[config.mk]
export PLATFORM = sky130hd
export DESIGN_NAME = lcc_loop_comp_config
export DESIGN_NICKNAME = d
export VERILOG_FILES = /design/src/lcc_loop_comp_config.v
export VERILOG_INCLUDE_DIRS = /design/src
export SDC_FILE = /design/constraint.sdc
export NUM_CORES = 1
export LEC_CHECK = 0
export BUFFER_PORTS_ARGS = -buffer_cell sky130_fd_sc_hd__buf_4
export CAP_MARGIN = 20
export CORE_MARGIN = 2
export CORE_UTILIZATION = 37
export CTS_CLUSTER_SIZE = 28
export DETAILED_ROUTE_END_ITERATION = 10
export HOLD_SLACK_MARGIN = 0.12
export PLACE_DENSITY = 0.68
export SYNTH_ARGS = -nofsm -noshare
export SYNTH_HDL_FRONTEND = slang
export SYNTH_SLANG_ARGS = --single-unit
[constraint.sdc]
create_clock -name clock -period 2.4 [get_ports clock]
set_clock_uncertainty 0.05 [all_clocks]
set_input_delay 0.48 -clock clock [delete_from_list [all_inputs] [get_ports clock]]
set_output_delay 0.48 -clock clock [all_outputs]
set_load 0.02 [all_outputs]
[src/lcc_regs.vh]
`ifndef LCC_REGS_VH
`define LCC_REGS_VH

// ----------------------------------------
// command codes
// ----------------------------------------
`define LCC_CMD_COMP        8'hb1
`define LCC_CMD_STORE_ALL   8'h15
`define LCC_CMD_RESTORE_ALL 8'h16
`define LCC_CMD_OVERRIDE    8'hee

// ----------------------------------------
// word layout
// ----------------------------------------
`define LCC_WORD_W          40
`define LCC_WORD_BYTES      3'h5
`define LCC_CUR_INTEG_HI    25:24
`define LCC_CUR_INTEG_LO    39:38
`define LCC_CUR_FILTER      37:33
`define LCC_CUR_DOUBLE      32
`define LCC_CUR_MIDBAND     31:26
`define LCC_VOLT_INTEG_HI   9:8
`define LCC_VOLT_INTEG_LO   23:22
`define LCC_VOLT_FILTER     21:17
`define LCC_VOLT_MIDBAND    15:10
`define LCC_VOLT_TRANSCOND  5:4
`define LCC_CUR_TRANSCOND   1:0

// ----------------------------------------
// status bits
// ----------------------------------------
`define LCC_CML_IVC_BIT     7
`define LCC_BYTE_CML_BIT    1

`endif

[src/lcc_loop_comp_config.v]
`timescale 1ns/1ns
`include "lcc_regs.vh"

module lcc_loop_comp_config
#(
  parameter WORD_W = `LCC_WORD_W
)
(
  input  wire              clock,
  input  wire              nrst,
  input  wire              conv_enable,
  input  wire              analog_input_supply_ok,
  input  wire              init_load,
  input  wire              strap_override_mask,
  input  wire [WORD_W-1:0] nvm_word,
  input  wire [WORD_W-1:0] strap_word,
  input  wire              cmd_valid,
  input  wire [7:0]        cmd_code,
  input  wire              cmd_is_write,
  input  wire              cmd_read_only,
  input  wire              wr_byte_valid,
  input  wire [7:0]        wr_byte,
  input  wire              wr_done,
  input  wire              rd_byte_req,
  output reg  [7:0]        rd_byte,
  output reg               rd_byte_valid,
  output wire [7:0]        rd_count,
  output reg               store_req,
  output reg  [WORD_W-1:0] store_word,
  output reg               cml_ivc,
  output wire              status_byte_cml,
  input  wire              cml_clear,
  output reg               host_alert,
  output reg  [WORD_W-1:0] active_word,
  output wire [3:0]        cur_integ_cap_sel,
  output wire [4:0]        cur_filter_cap_sel,
  output wire              cur_integ_cap_double,
  output wire [5:0]        cur_midband_res_sel,
  output wire [3:0]        volt_integ_cap_sel,
  output wire [4:0]        volt_filter_cap_sel,
  output wire [5:0]        volt_midband_res_sel,
  output wire [1:0]        volt_transcond_sel,
  output wire [1:0]        cur_transcond_sel
);

  // ----------------------------------------
  // state
  // ----------------------------------------
  reg [WORD_W-1:0] user_word;
  reg [WORD_W-1:0] shadow;
  reg [WORD_W-1:0] stored_word;
  reg [2:0]        wr_idx;
  reg [2:0]        rd_idx;
  reg              sel_comp;
  reg              stored_valid;
  reg              supply_prev;

  reg [WORD_W-1:0] next_user_word;
  reg [WORD_W-1:0] next_active_word;
  reg [WORD_W-1:0] next_stored_word;
  reg              next_stored_valid;
  reg              next_store_req;
  reg              next_cml_ivc;

  wire              ivc_event;
  wire              restore_evt;
  wire              supply_recover;
  wire [WORD_W-1:0] init_word;
  wire              write_ok;
  wire              store_evt;
  wire              reload_evt;

  assign ivc_event      = cmd_valid & cmd_is_write & cmd_read_only;
  assign restore_evt    = cmd_valid & cmd_is_write & (cmd_code == `LCC_CMD_RESTORE_ALL);
  assign supply_recover = analog_input_supply_ok & ~supply_prev;
  assign status_byte_cml = cml_ivc;
  assign rd_count       = {5'h00, `LCC_WORD_BYTES};
  assign init_word      = strap_override_mask ? strap_word : nvm_word;
  assign write_ok       = wr_done & sel_comp & (wr_idx == `LCC_WORD_BYTES);
  assign store_evt      = cmd_valid & cmd_is_write & (cmd_code == `LCC_CMD_STORE_ALL);
  assign reload_evt     = (restore_evt | supply_recover) & stored_valid & ~strap_override_mask;

  // ----------------------------------------
  // command capture and byte assembly
  // ----------------------------------------
  always @(posedge clock or negedge nrst)
  begin
    if (!nrst)
    begin
      sel_comp <= 1'b0;
      wr_idx   <= 3'h0;
      shadow   <= {WORD_W{1'b0}};
    end
    else
    begin
      if (cmd_valid)
      begin
        sel_comp <= (cmd_code == `LCC_CMD_COMP);
        wr_idx   <= 3'h0;
      end
      else if (wr_byte_valid && sel_comp && wr_idx < `LCC_WORD_BYTES)
      begin
        shadow[wr_idx*8 +: 8] <= wr_byte;
        wr_idx <= wr_idx + 3'h1;
      end
    end
  end

  // ----------------------------------------
  // next values of user and active copies
  // ----------------------------------------
  always @*
  begin
    next_user_word    = user_word;
    next_active_word  = active_word;
    next_stored_word  = stored_word;
    next_stored_valid = stored_valid;
    next_store_req    = 1'b0;
    if (init_load)
    begin
      next_user_word   = init_word;
      next_active_word = init_word;
    end
    else if (write_ok)
    begin
      next_user_word = shadow;
      if (!conv_enable)
        next_active_word = shadow;
    end
    else if (store_evt)
    begin
      next_stored_word  = user_word;
      next_stored_valid = 1'b1;
      next_store_req    = 1'b1;
    end
    else if (reload_evt)
    begin
      next_active_word = stored_word;
      next_user_word   = stored_word;
    end
    // conversion on: active copy left untouched by writes
  end

  // ----------------------------------------
  // user copy and active copy
  // ----------------------------------------
  always @(posedge clock or negedge nrst)
  begin
    if (!nrst)
    begin
      user_word    <= {WORD_W{1'b0}};
      active_word  <= {WORD_W{1'b0}};
      stored_word  <= {WORD_W{1'b0}};
      stored_valid <= 1'b0;
      supply_prev  <= 1'b1;
      store_req    <= 1'b0;
      store_word   <= {WORD_W{1'b0}};
    end
    else
    begin
      supply_prev  <= analog_input_supply_ok;
      user_word    <= next_user_word;
      active_word  <= next_active_word;
      stored_word  <= next_stored_word;
      stored_valid <= next_stored_valid;
      store_req    <= next_store_req;
      store_word   <= next_stored_word;
    end
  end

  // ----------------------------------------
  // block read
  // ----------------------------------------
  always @(posedge clock or negedge nrst)
  begin
    if (!nrst)
    begin
      rd_idx        <= 3'h0;
      rd_byte       <= 8'h00;
      rd_byte_valid <= 1'b0;
    end
    else
    begin
      rd_byte_valid <= 1'b0;
      if (cmd_valid)
        rd_idx <= 3'h0;
      else if (rd_byte_req && sel_comp && rd_idx < `LCC_WORD_BYTES)
      begin
        rd_byte       <= user_word[rd_idx*8 +: 8];
        rd_byte_valid <= 1'b1;
        rd_idx        <= rd_idx + 3'h1;
      end
    end
  end

  // ----------------------------------------
  // invalid command fault
  // ----------------------------------------
  // set wins over a clear in the same cycle
  always @*
  begin
    next_cml_ivc = cml_ivc;
    if (ivc_event)
      next_cml_ivc = 1'b1;
    else if (cml_clear)
      next_cml_ivc = 1'b0;
  end

  always @(posedge clock or negedge nrst)
  begin
    if (!nrst)
    begin
      cml_ivc    <= 1'b0;
      host_alert <= 1'b0;
    end
    else
    begin
      cml_ivc    <= next_cml_ivc;
      host_alert <= next_cml_ivc;
    end
  end

  // ----------------------------------------
  // field decode of active copy
  // ----------------------------------------
  assign cur_integ_cap_sel    = {active_word[`LCC_CUR_INTEG_HI],
                                 active_word[`LCC_CUR_INTEG_LO]};
  assign cur_filter_cap_sel   = active_word[`LCC_CUR_FILTER];
  assign cur_integ_cap_double = active_word[`LCC_CUR_DOUBLE];
  assign cur_midband_res_sel  = active_word[`LCC_CUR_MIDBAND];
  assign volt_integ_cap_sel   = {active_word[`LCC_VOLT_INTEG_HI],
                                 active_word[`LCC_VOLT_INTEG_LO]};
  assign volt_filter_cap_sel  = active_word[`LCC_VOLT_FILTER];
  assign volt_midband_res_sel = active_word[`LCC_VOLT_MIDBAND];
  assign volt_transcond_sel   = active_word[`LCC_VOLT_TRANSCOND];
  assign cur_transcond_sel    = active_word[`LCC_CUR_TRANSCOND];

endmodule

==> results by group <==
GRT
  – Total global-route track usage: 19.84%
  – Total gr overflow: 0
  – Vias in the first global route: 6,385
  – First-pass GRT wire length: 36,510 um
  – Initial antenna violation count: 0
  – Largest net degree at the start of global routing: 62

Clocking
  – CTS Buf Count: 17
  – Postcts setup bufs: 0
  – Latest clock arrival within the worst-skew pair: 440 ps
  – CTS H-tree depth: 4
  – Clock input transition at the sequential cells of the worst setup and hold paths: 60 ps
  – Clock sink total: 180
  – Cell at the root of the clock tree: sky130_fd_sc_hd__clkbuf_16
  – Maximum clock path buffer count: 2
  – CTS tree: built

Timing
  – Summed negative setup slack over all endpoints: 0 ps
  – Setup repair after global routing missed its margin: no
  – Final number of hold-violating endpoints: 0
  – Slew margin rel.: 32.45%
  – Max frequency: 0.4712 GHz
  – Worst-Margin Slew: 1005 ps
  – Post-route minimum period: 2122 ps
  – Max-slew violation count: 0
  – Final setup viols: 0
  – Tcrit/Tclk final: 88.42%
  – Crit path setup slack, layout: 278.0 ps

Setup path
  – CP top delay family: simple AND/OR/NAND/NOR gates
  – Startpoint-to-endpoint class of the critical path: register to register
  – Buf/Inv on CP: 2
  – Crit path capture type: register
  – Cell Chain, Critical Path: inv_1, ha_1, nand4_1, nor2_4, nand2_1, and3_2, buf_12, mux2i_1
  – Flop-to-flop setup slack: 280 ps
  – Crit Path Max Fanout: 20
  – Critical-path top delay cell: sky130_fd_sc_hd__dfrtp_1
  – Crit start category: register
  – Worst EP required: 2640 ps
  – Crit path largest cell delay: 410 ps
  – Critical path data arrival time: 2360 ps

Pwr
  – Power consumption: 7415 uW
  – Power density cells: 663.5 nW/um^2
  – Worst voltage drop across the vdd grid: 460.9 uV
  – Pleak: 0.005550 uW

Placement
  – Total half-perimeter wirelength after legalization and detailed placement: 18,000 um
  – Placed standard-cell area: 10,530 sq um
  – Routability cong.: 0.8533
  – Port Buffers: 236
  – Pre-CTS setup slack: 15.62 ps

Routing
  – DR vias: 6,519
  – Detailed-router iteration count before antenna repair: 5
  – # DRC: 0
  – Vias per cell: 5.236
  – Total wire length after detailed routing: 24,060 um
  – 1st-iter DRT viols: 583
  – Wire per inst: 19.32 um
  – Post-route ant nets: 0

Synthesis
  – Sequential area share after synthesis: 52.47%
  – Yosys cell types: 44
  – Cell count after synthesis: 743
  – Synthesized area per cell: 11.56 sq um
  – Main flop type after synthesis: sky130_fd_sc_hd__dfrtp_1
  – Number of enable flip-flop cells after synthesis: 0
  – Register bit total from synthesis: 180
  – Share of flip-flops with an asynchronous set or reset after synthesis: 100.0%
  – Cell area after synthesis: 8587 sq um
  – Syn. warnings: 0

Floorplanning
  – Core ar.: 22,710 sq um
  – Die area: 24,440 sq um
  – Height of the die: 156.3 um
  – Chip width: 156.3 um
  – I/O pin total: 245
  – Initial standard-cell utilization of the core: 37.81%
  – FP Rows: 55

Layout
  – Fraction of final layout cells with drive strength greater than 1: 42.29%
  – Synth-to-Final Area Change: 30.15%
  – Layout Utilization: 49.21%
  – Total inserted antenna cells: 0
  – Design Area, Final: 11,180 sq um
  – Final Net Count: 1,063

Worst hold path
  – Classification of the worst-slack hold path: input port to register

Run
  – Max-cap violations: 0

Outcome
  – Outcome: finished, final reports clean
layer usage:
metal / track usage, % / routed length (um) / vias up
met5: 0 / 0 / -
met4: 6.029 / 472 / 0
met3: 5.372 / 1828 / 32
met2: 31.57 / 11420 / 261
met1: 26.57 / 10330 / 3196
li1: - / - / 3030
metrics by stage:
step,hold WS [ps],std cells
4_1_cts,165.2,1245
3_5_place_dp,371.4,1213
5_1_grt,197.6,1245
2_1_floorplan,134.4,749
6_report,178.5,1245
3_3_place_gp,372.1,1213
placed cells by master, fill, tap and decap left out, types with 3 or more instances in the layout:
cell type                    instances
sky130_fd_sc_hd__o31ai_1            13
sky130_fd_sc_hd__nor2_1             56
sky130_fd_sc_hd__o21ai_0            24
sky130_fd_sc_hd__a22oi_1             8
sky130_fd_sc_hd__nand2_1            46
sky130_fd_sc_hd__buf_12              8
sky130_fd_sc_hd__inv_1              47
sky130_fd_sc_hd__mux2i_1            42
sky130_fd_sc_hd__xnor2_1             3
sky130_fd_sc_hd__mux4_2              8
sky130_fd_sc_hd__a222oi_1           40
sky130_fd_sc_hd__conb_1              8
sky130_fd_sc_hd__inv_6               3
sky130_fd_sc_hd__ha_1                5
sky130_fd_sc_hd__clkinvlp_4          3
sky130_fd_sc_hd__nand4b_1            6
sky130_fd_sc_hd__mux2_2             87
sky130_fd_sc_hd__a21oi_1            49
sky130_fd_sc_hd__nand2b_1            8
sky130_fd_sc_hd__clkbuf_16          17
sky130_fd_sc_hd__nand3_1             4
sky130_fd_sc_hd__buf_4             261
sky130_fd_sc_hd__dfrtp_1           179
sky130_fd_sc_hd__bufinv_16           4
worst paths after layout:
path                                         to          from  cells after the start
worst max-delay path            active_word[33]     wr_idx[1]                      8
worst min-delay path                 host_alert     cml_clear                      2
worst max register to register  active_word[33]     wr_idx[1]                      8
worst min register to register     stored_valid  stored_valid                      1
max in group asynchronous             shadow[3]          nrst                      3
min in group asynchronous            host_alert          nrst                      2
flip-flops by register name, indices dropped and copies added, names as in the netlist:
signal / cells
shadow: 40
store_req: 1
sel_comp: 1
supply_prev: 1
user_word: 40
stored_word: 40
rd_byte: 8
rd_idx: 3
rd_byte_valid: 1
stored_valid: 1
host_alert: 1
active_word: 40
wr_idx: 3
where the power goes:
part	leakage, uW	switching (uW)	total, uW	internal (uW)
registers	0.00238	154	3350	3190
clock network	0.000295	1190	2950	1760
logic	0.00287	591	1110	522
final cells by class:
cell class	count	area, sq um
Clock inverter	12	178.9
Tap cell	285	356.6
Inverter	48	180.2
Clock buffer	18	439.2
Timing Repair Buffer	272	2153
Fill cell	2053	11530
Multi-Input combinational cell	430	3362
Sequential cell	180	4506
worst reg2reg max path: stages (launching register included):
cell and delay [ps]:
sky130_fd_sc_hd__dfrtp_1 410, sky130_fd_sc_hd__inv_1 90, sky130_fd_sc_hd__ha_1 220, sky130_fd_sc_hd__nand4_1 160
sky130_fd_sc_hd__nor2_4 350, sky130_fd_sc_hd__nand2_1 100, sky130_fd_sc_hd__and3_2 270, sky130_fd_sc_hd__buf_12 180
sky130_fd_sc_hd__mux2i_1 150
cell families (layout without fill, tap and decap cells):
group	Yosys count	after routing	share of synthesized area, %
AOI/OAI and AO/OA	136	136	11.19
xor gates and xnor gates	4	4	0.4081
adders and majority gates	5	5	0.7285
buffers and inverters	139	350	8.961
DFF	180	180	52.47
muxes	137	137	18.40
other	2	8	0.08746
and+or+nand+nor	140	140	7.752
repair_timing:
| item | CTS | global route |
|---|---|---|
| hold endpoints to repair | 33 | 0 |
| hold buffers | 2 | 0 |
| gates resized for setup | 0 | 1 |
| endpoints found under the setup margin | 0 | 1 |
Yosys cell counts, types with 3 or more instances:
cell | number | area [sq um]
sky130_fd_sc_hd__mux2i_1 | 42 | 420.4
sky130_fd_sc_hd__buf_12 | 3 | 60.06
sky130_fd_sc_hd__ha_1 | 5 | 62.56
sky130_fd_sc_hd__o21ai_0 | 24 | 120.1
sky130_fd_sc_hd__mux4_2 | 8 | 180.2
sky130_fd_sc_hd__nand4b_1 | 6 | 52.55
sky130_fd_sc_hd__a222oi_1 | 40 | 400.4
sky130_fd_sc_hd__nand2_1 | 46 | 172.7
sky130_fd_sc_hd__buf_1 | 5 | 18.77
sky130_fd_sc_hd__o31ai_1 | 13 | 97.59
sky130_fd_sc_hd__buf_4 | 45 | 337.8
sky130_fd_sc_hd__xnor2_1 | 3 | 26.28
sky130_fd_sc_hd__inv_1 | 47 | 176.4
sky130_fd_sc_hd__clkbuf_1 | 27 | 101.4
sky130_fd_sc_hd__mux2_2 | 87 | 979.7
sky130_fd_sc_hd__nand3_1 | 4 | 20.02
sky130_fd_sc_hd__a22oi_1 | 8 | 60.06
sky130_fd_sc_hd__nor2_1 | 57 | 214.0
sky130_fd_sc_hd__and3_1 | 3 | 18.77
sky130_fd_sc_hd__dfrtp_1 | 179 | 4479
sky130_fd_sc_hd__nand2b_1 | 8 | 50.05
sky130_fd_sc_hd__a21oi_1 | 49 | 245.2
sky130_fd_sc_hd__buf_2 | 9 | 45.04
(Power assumes the default switching activity.)
